`config.mk`:
```
export PLATFORM = sky130hd
export DESIGN_NAME = mlbm_top
export DESIGN_NICKNAME = d
export VERILOG_FILES = /design/src/logic/mlbm_pkg.sv /design/src/logic/mlbm_arbiter.sv /design/src/logic/mlbm_top.sv
export SDC_FILE = /design/constraint.sdc
export NUM_CORES = 1
export LEC_CHECK = 0
export BUFFER_PORTS_ARGS = -buffer_cell sky130_fd_sc_hd__buf_2
export CORE_AREA = 2 2 108 110
export CTS_BUF_LIST = sky130_fd_sc_hd__clkbuf_8
export CTS_CLUSTER_DIAMETER = 150
export DETAILED_ROUTE_END_ITERATION = 10
export DIE_AREA = 0 0 110 112
export PLACE_DENSITY = 0.65
export SYNTH_ARGS = -nofsm -noshare
export SYNTH_HDL_FRONTEND = slang
export SYNTH_SLANG_ARGS = --single-unit
```
`constraint.sdc`:
```
create_clock -name clk_i -period 5.9 [get_ports clk_i]
set_input_delay 0 -clock clk_i [delete_from_list [all_inputs] [get_ports clk_i]]
set_output_delay 0 -clock clk_i [all_outputs]
set_load 0.02 [all_outputs]
```
`src/logic/mlbm_pkg.sv`:
```
// constants of the multi-layer bus matrix: layer and mux indices, address map, priority tables
// assumes one system bus clock and one synchronous reset shared by every layer
// Function
// - code bus decodes only 0x00000000..0x1FFFFFFF; above that it refuses.
// - system bus decodes 0x20000000..0xDFFFFFFF and above 0xE0100000 only.
// - dma layer priority: radio monitor, general dma, crypto, reserved slot.
// - mux one default mac, system, code, dma; alternative dma, mac, system, code.
// - other muxes fixed: two mac/system/code/dma, three mac/dma/system, four, five dma/system.
// - the mac bus layer carries only the radio mac core's transfers.
// - every shared slave is reached only through a mux fed by the layers.
// - peripheral bus mux admits exactly one of its three masters at a time.
// - flash key region open only to general dma with secure channel asserted.
// - flash regions selected by secure-boot configuration are always blocked.
// - other flash and register accesses pass the guard unchanged.
// - cipher key registers are write-only; processor writes are rejected.
package mlbm_pkg;
    localparam int ADDR_W = 32;
    // layer indices
    localparam logic [1:0] L_CODE = 2'h0;
    localparam logic [1:0] L_SYS = 2'h1;
    localparam logic [1:0] L_DMA = 2'h2;
    localparam logic [1:0] L_MAC = 2'h3;
    // dma layer master index of the general dma
    localparam logic [1:0] D_GDMA = 2'h1;
    // mux indices; M_NONE means no slave decodes the address
    localparam logic [2:0] M_ONE = 3'h0;
    localparam logic [2:0] M_TWO = 3'h1;
    localparam logic [2:0] M_THREE = 3'h2;
    localparam logic [2:0] M_FOUR = 3'h3;
    localparam logic [2:0] M_FIVE = 3'h4;
    localparam logic [2:0] M_NONE = 3'h7;
    // layer decode windows
    localparam logic [31:0] CODE_END = 32'h2000_0000;
    localparam logic [31:0] SYS_BASE = 32'h2000_0000;
    localparam logic [31:0] SYS_HOLE_LO = 32'hDFFF_FFFF;
    localparam logic [31:0] SYS_HOLE_HI = 32'hE010_0000;
    // slave map
    localparam logic [31:0] FLASH_END = 32'h0004_0000;
    localparam logic [31:0] EXT_BASE = 32'h1000_0000;
    localparam logic [31:0] EXT_END = 32'h2000_0000;
    localparam logic [31:0] RAM_END = 32'h3000_0000;
    localparam logic [31:0] ROM_END = 32'h4000_0000;
    localparam logic [31:0] REGF_END = 32'h5000_0000;
    localparam logic [31:0] PERI_END = 32'h6000_0000;
    // guarded windows
    localparam logic [31:0] KEY_BASE = 32'h0003_F800;
    localparam logic [31:0] KEY_END = 32'h0004_0000;
    localparam int BOOT_LSB = 16;
    localparam logic [31:0] CKEY_BASE = 32'h4000_0100;
    localparam logic [31:0] CKEY_END = 32'h4000_0120;
    // ranks per layer {mac, dma, sys, code}, 0 is highest; allow masks same order
    localparam logic [7:0] RANK_ONE_DEF = 8'h36;
    localparam logic [7:0] RANK_ONE_ALT = 8'h4B;
    localparam logic [7:0] RANK_TWO = 8'h36;
    localparam logic [7:0] RANK_THREE = 8'h1F;
    localparam logic [7:0] RANK_DS = 8'hC7;
    localparam logic [3:0] ALLOW_ALL = 4'hF;
    localparam logic [3:0] ALLOW_THREE = 4'hE;
    localparam logic [3:0] ALLOW_DS = 4'h6;
    // dma layer ranks {reserved, crypto, gdma, radio monitor}
    localparam logic [7:0] RANK_DMA = 8'hE4;
endpackage

```
`src/logic/mlbm_arbiter.sv`:
```
// fixed-rank arbiter over four requesters, lowest rank wins, ties to lower index
// assumes requests and ranks come from logic on the same clock
`timescale 1ns/1ps
module mlbm_arbiter (
    input wire logic [3:0] req_i,
    input wire logic [3:0] allow_i,
    input wire logic [7:0] rank_i,
    output logic valid_o,
    output logic [1:0] idx_o
);
    logic [1:0] best;
    // scan all requesters; a disallowed one never competes
    always_comb begin
        valid_o = 1'b0;
        idx_o = 2'h0;
        best = 2'h3;
        for (int i = 0; i < 4; i++) begin
            if (req_i[i] && allow_i[i] && (!valid_o || rank_i[2*i +: 2] < best)) begin
                valid_o = 1'b1;
                idx_o = 2'(i);
                best = rank_i[2*i +: 2];
            end
        end
    end
endmodule

```
`src/logic/mlbm_top.sv`:
```
// multi-layer bus matrix: four layers, five shared muxes and the flash key guard
// assumes masters hold request and address until ready, and drop or renew it then
`timescale 1ns/1ps
module mlbm_top (
    input wire logic clk_i,
    input wire logic rst_i,
    input wire logic code_req_i,
    input wire logic [mlbm_pkg::ADDR_W-1:0] code_addr_i,
    input wire logic sys_req_i,
    input wire logic [mlbm_pkg::ADDR_W-1:0] sys_addr_i,
    input wire logic sys_write_i,
    input wire logic mac_req_i,
    input wire logic [mlbm_pkg::ADDR_W-1:0] mac_addr_i,
    input wire logic mac_write_i,
    input wire logic [3:0] dma_req_i,
    input wire logic [3:0][mlbm_pkg::ADDR_W-1:0] dma_addr_i,
    input wire logic [3:0] dma_write_i,
    input wire logic dma_secure_i,
    input wire logic [3:0] lock_i,
    input wire logic [3:0] boot_block_i,
    input wire logic alt_prio_i,
    output logic [3:0] ready_o,
    output logic [3:0] error_o,
    output logic [3:0] dma_grant_o,
    output logic [4:0] slave_sel_o,
    output logic [4:0][1:0] mux_owner_o
);
    import mlbm_pkg::*;

    typedef struct packed {
        logic [3:0] ready;
        logic [3:0] error;
        logic [3:0] dma_gnt;
        logic [4:0] sel;
        logic [4:0][1:0] owner;
        logic [4:0] hold;
        logic alt;
    } mlbm_state_type;

    mlbm_state_type st_r;
    mlbm_state_type st_nxt;
    logic [3:0] dma_mreq;
    logic dma_valid;
    logic [1:0] dma_idx;
    logic [3:0] lreq;
    logic [3:0] fault;
    logic [3:0][2:0] tmux;
    logic [3:0][31:0] laddr;
    logic [3:0] lwr;
    logic lsec;
    logic [4:0][3:0] mreq;
    logic [4:0] mvalid;
    logic [4:0][1:0] midx;

    ////////////////////////////////////////////////////////////////////////////
    // decode helpers

    // slave address map to the mux in front of it
    function automatic logic [2:0] slave_mux(input logic [31:0] a);
        if (a < FLASH_END) begin
            slave_mux = M_ONE; // flash controller
        end else if (a >= EXT_BASE && a < RAM_END) begin
            slave_mux = M_TWO; // external memory and ram; bursts may be cut here
        end else if (a < ROM_END && a >= RAM_END) begin
            slave_mux = M_FOUR; // rom
        end else if (a >= ROM_END && a < REGF_END) begin
            slave_mux = M_FIVE; // register file
        end else if (a >= REGF_END && a < PERI_END) begin
            slave_mux = M_THREE; // peripheral bus
        end else begin
            slave_mux = M_NONE;
        end
    endfunction

    function automatic logic [3:0] mux_allow(input logic [2:0] m);
        case (m)
            M_ONE, M_TWO: mux_allow = ALLOW_ALL;
            M_THREE: mux_allow = ALLOW_THREE;
            M_FOUR, M_FIVE: mux_allow = ALLOW_DS;
            default: mux_allow = 4'h0;
        endcase
    endfunction

    function automatic logic [7:0] mux_rank(input logic [2:0] m, input logic alt);
        case (m)
            M_ONE: mux_rank = alt ? RANK_ONE_ALT : RANK_ONE_DEF;
            M_TWO: mux_rank = RANK_TWO;
            M_THREE: mux_rank = RANK_THREE;
            default: mux_rank = RANK_DS;
        endcase
    endfunction

    function automatic logic in_win(input logic [31:0] a, input logic [31:0] lo, input logic [31:0] hi);
        in_win = (a >= lo) && (a < hi);
    endfunction

    // key guard: only the flash and the cipher key window are gated
    function automatic logic guard_fault(input logic [31:0] a, input logic wr, input logic [1:0] l,
                                         input logic sec, input logic [3:0] blk);
        guard_fault = 1'b0;
        if (in_win(a, KEY_BASE, KEY_END) && !(l == L_DMA && sec)) begin
            guard_fault = 1'b1;
        end
        if (a < FLASH_END && blk[a[BOOT_LSB +: 2]]) begin
            guard_fault = 1'b1;
        end
        if (in_win(a, CKEY_BASE, CKEY_END) && (!wr || l != L_DMA)) begin
            guard_fault = 1'b1;
        end
    endfunction

    ////////////////////////////////////////////////////////////////////////////
    // dma layer arbitration

    // the master answered last cycle is masked so a late drop is not served twice
    assign dma_mreq = dma_req_i & ~(st_r.ready[L_DMA] ? st_r.dma_gnt : 4'h0);

    mlbm_arbiter u_dma_arb (
        .req_i(dma_mreq),
        .allow_i(ALLOW_ALL),
        .rank_i(RANK_DMA),
        .valid_o(dma_valid),
        .idx_o(dma_idx)
    );

    ////////////////////////////////////////////////////////////////////////////
    // layer front end: decode, layer windows and guard

    always_comb begin
        lreq = {mac_req_i, dma_valid, sys_req_i, code_req_i} & ~st_r.ready;
        laddr = {mac_addr_i, dma_addr_i[dma_idx], sys_addr_i, code_addr_i};
        lwr = {mac_write_i, dma_write_i[dma_idx], sys_write_i, 1'b0}; // cache never writes
        lsec = dma_secure_i && (dma_idx == D_GDMA);
        for (int l = 0; l < 4; l++) begin
            tmux[l] = slave_mux(laddr[l]);
            fault[l] = lreq[l] && (tmux[l] == M_NONE || !(|(mux_allow(tmux[l]) & (4'h1 << l)))
                       || guard_fault(laddr[l], lwr[l], 2'(l), lsec, boot_block_i));
        end
        fault[L_CODE] = fault[L_CODE] || (lreq[L_CODE] && laddr[L_CODE] >= CODE_END);
        fault[L_SYS] = fault[L_SYS] || (lreq[L_SYS] && (laddr[L_SYS] < SYS_BASE
                       || (laddr[L_SYS] > SYS_HOLE_LO && laddr[L_SYS] <= SYS_HOLE_HI)));
        // the mac port feeds only the mac layer, so no other master can appear there
        for (int m = 0; m < 5; m++) begin
            for (int l = 0; l < 4; l++) begin
                mreq[m][l] = lreq[l] && !fault[l] && tmux[l] == 3'(m);
            end
            if (st_r.hold[m]) begin
                mreq[m] = mreq[m] & (4'h1 << st_r.owner[m]); // locked burst keeps its owner
            end
        end
    end

    for (genvar g = 0; g < 5; g++) begin : g_mux
        mlbm_arbiter u_arb (
            .req_i(mreq[g]),
            .allow_i(mux_allow(3'(g))),
            .rank_i(mux_rank(3'(g), st_r.alt)),
            .valid_o(mvalid[g]),
            .idx_o(midx[g])
        );
    end

    ////////////////////////////////////////////////////////////////////////////
    // next state: answers, grants and burst locks

    always_comb begin
        st_nxt = st_r;
        st_nxt.ready = 4'h0;
        st_nxt.error = 4'h0;
        st_nxt.sel = 5'h0;
        st_nxt.alt = alt_prio_i;
        // a refused transfer is answered at once, no slave sees it
        for (int l = 0; l < 4; l++) begin
            if (fault[l]) begin
                st_nxt.ready[l] = 1'b1;
                st_nxt.error[l] = 1'b1;
            end
        end
        // one winner per mux; losers see no ready and keep waiting
        for (int m = 0; m < 5; m++) begin
            if (mvalid[m]) begin
                st_nxt.sel[m] = 1'b1;
                st_nxt.owner[m] = midx[m];
                st_nxt.ready[midx[m]] = 1'b1;
                st_nxt.hold[m] = lock_i[midx[m]] && 3'(m) != M_TWO;
            end else begin
                st_nxt.hold[m] = st_r.hold[m] && lock_i[st_r.owner[m]];
            end
        end
        st_nxt.dma_gnt = st_nxt.ready[L_DMA] ? (4'h1 << dma_idx) : 4'h0;
    end

    always_ff @(posedge clk_i) begin
        if (rst_i) begin
            st_r <= '0;
        end else begin
            st_r <= st_nxt;
        end
    end

    assign ready_o = st_r.ready;
    assign error_o = st_r.error;
    assign dma_grant_o = st_r.dma_gnt;
    assign slave_sel_o = st_r.sel;
    assign mux_owner_o = st_r.owner;
endmodule

```
==> reports/results.txt <==
RD Place Congestion: 0.864
first-pass GRT wire length: 20300 um
Post-Route WL: 13000 um
CTS tree: done
GRT overflow: 0
outcome: finished, final reports clean
slew margin rel.: 38.2%
Die Y: 112 um
RR Endpoint: dma_grant_o[2]$_SDFF_PP0_
worst setup path end: dma_grant_o[2]$_SDFF_PP0_
Cell Pwr Density: 158 mW/mm^2
Area growth, synth to finish: 33.9%
post-detailed-route DRC marker count: 0
worst path required time: 6.05 ns
routed wire length per instance: 16.3 um
WP data arrival: 3.92 ns
met1 usage: 23.4%
initial DRC count: 177
Final Slew Violations: 0
Crit path depth: 10
fmax: 0.265 GHz
maximum VDD drop: 0.0813 mV
post-synthesis sequential area ratio: 19.6%
Die Footprint: 0.0123 mm^2
min Tclk post-route: 3.77 ns
Post-DP HPWL: 11000 um
TNS Setup: 0 ns
number of flops mapped to enable cells by yosys: 0
Worst-path clk slew: 0.07 ns
LEAKAGE: 0.00205 uW
most common flop cell mapped by yosys: dfxtp_1
Avg Inst Size Synth: 7.40 um^2
Finished Core Util: 40.4%
htree depth: 2
worst-path maximum fanout: 14
Yosys reg bits: 33
largest net degree at the start of global routing: 26
crit-path max cell delay: 0.72 ns
# rows: 39
Reg area: 661 um^2
unrepaired setup endpoints after global routing: no
met3 usage: 3.51%
Layout Skew: 0.00566 ns
CP Cell Sequence: a21boi_1, buf_4, nor2_1, o21ai_1, and3_1, a211o_1, a31oi_1, o31ai_1, a211oi_2, nor3b_2
port bufs: 231
Overall Global Routing Usage: 20.8%
Finished Cell Area: 0.00452 mm^2
Fin. Hold Viols: 0
yosys warns: 0
post-synth net total: 705
hold path startpoint: sys_req_i
Netlist cell types: 72
slew at the pin with the worst max-slew slack: 0.924 ns
DRT antenna net count: 0
layout cell share with drive strength beyond 1: 40.6%
Tcrit/Tclk final: 63.9%
Post-synth ARST share: 0%
initial antenna violation count: 0
vias in the first global route: 4288
GR peak layer: met2
final net count: 903
ant diodes: 0
Startpoint Class: flop
worst skew pair latency: 0.29 ns
R2R cell count: 10
chip width: 110 um
core area: 0.0112 mm^2
FILL cells: 1193
Initial Util: 30.2%
Worst setup EP type: flop
vias: 4295
final setup violation count: 0
Buf/Inv on CP: 1
Initial DRT Pass Iterations: 5
R2R setup slack: 2.13 ns
Clock Path Buffers: 2
Gate Count Post-Synth: 456
Num Clock Sinks: 33
Root Driver: clkbuf_8
Area after DPL: 0.00442 mm^2
cell family with most CP delay: compound AO/OA/AOI/OAI gates
Mapped Area: 0.00337 mm^2
Slowest cell on crit path: nor2_1
IO Count: 276
DR vias/cell: 5.38
max-cap violations: 0
met2 usage: 39.6%
Crit. Startpoint: ready_o[2]$_SDFF_PP0_
multi-input combinational cell area: 0.00235 mm^2
Num CTS Buffers: 5
worst hold path type: primary input to flop
worst reg2reg startpoint: ready_o[2]$_SDFF_PP0_
Final Power: 715 uW
Crit Path Class: flop to flop
[tightest hold or removal path, stage by stage]
cell and delay (ns):
buf_2 0.11, o311ai_0 0.11, nor2_1 0.05
[cell usage in the layout (no fill, tap or decap), drive strengths merged, types with 5 or more instances in the layout]
cell    Yosys  routed
nand2      28      28
clkbuf      4       5
o21a        6       6
buf        38     232
a21oi      20      20
and3        7       7
mux4        6       6
nand4      10      10
o22ai       6       6
mux2i       8       8
nor3       21      21
nand2b     10      10
nor2b       9       9
or4        12      12
nor4       17      17
nor2       39      39
dfxtp      33      33
a31oi       6       6
a21boi      7       7
nand3      29      29
inv        17      17
o21ai      40      40
a211oi      8       8
[cell families (layout without fill, tap and decap cells)]
group,count (synthesis),in the layout,share of synthesized area (%)
AO/OA/AOI/OAI,136,136,28.1
XOR/XNOR,2,2,0.519
buffers and inverters,60,259,10.8
flip-flops,33,33,19.6
multiplexers,14,14,6.38
AND/OR/NAND/NOR,211,211,34.7
[stage by stage]
stage	setup slack, ns	cells	hold slack, ns
6_report	2.13	798	0.0218
2_1_floorplan	3.46	456	0.128
3_3_place_gp	2.23	789	0.213
3_5_place_dp	2.12	789	0.219
4_1_cts	2.11	798	0.0170
5_1_grt	1.72	798	0.0507
[cell usage after synthesis (all sizes together) (7+ instances only)]
cell type / n / area (um^2)
nor3: 21 / 105
nand4: 10 / 62.6
or4: 12 / 90.1
inv: 17 / 63.8
nand3: 29 / 145
nor2: 39 / 154
nor4: 17 / 113
dfxtp: 33 / 661
and3: 7 / 43.8
a21oi: 20 / 100
o21ai: 40 / 204
buf: 38 / 280
a21boi: 7 / 60.1
nor2b: 9 / 56.3
mux2i: 8 / 80.1
nand2b: 10 / 62.6
a211oi: 8 / 70.1
nand2: 28 / 108
[how the worst min path moves through the flow]
| stage | endpoint | slack [ns] | cells past startpoint |
|---|---|---|---|
| 5_1_grt | st_r[3]$_SDFF_PP0_ | 0.05 | 3 |
| 4_1_cts | error_o[1]$_SDFF_PP0_ | 0.02 | 3 |
| 3_3_place_gp | st_r[0]$_SDFF_PP0_ | 0.21 | 2 |
| 3_5_place_dp | st_r[0]$_SDFF_PP0_ | 0.22 | 2 |
| 6_report | error_o[1]$_SDFF_PP0_ | 0.02 | 3 |
| 2_1_floorplan | st_r[0]$_SDFF_PP0_ | 0.13 | 1 |
[layout make-up]
cell class | instances | area share (%)
flip-flops and latches | 33 | 14.6
well taps | 143 | 3.96
clock inverters | 3 | 0.388
clock buffers | 5 | 1.52
multi-input cells | 363 | 52.0
repair buffers | 233 | 26.0
inverters | 18 | 1.50
[where the power goes]
group	switching, uW	internal, uW
combinational	159	129
sequential	17.1	236
clock	92.7	81.5
total	269	446
[routing by layer]
metal / vias up / part of all wire, %
met2: 192 / 52
met1: 1970 / 39
met4: 0 / 0.78
met5: - / 0
met3: 6 / 7.6
li1: 2127 / -
[flip-flops by register name, indices dropped and copies added, names as in the netlist]
signal	cells
slave_sel_o	5
mux_owner_o	10
error_o	4
ready_o	4
st_r	6
dma_grant_o	4
[timing repair]
item / 4_1_cts / 5_1_grt
hold buffers: 1 / 0
resized for setup: 0 / 0
setup buffers: 0 / 0
endpoints found under the hold margin: 1 / 0
Power figures use the tool's default switching activity.
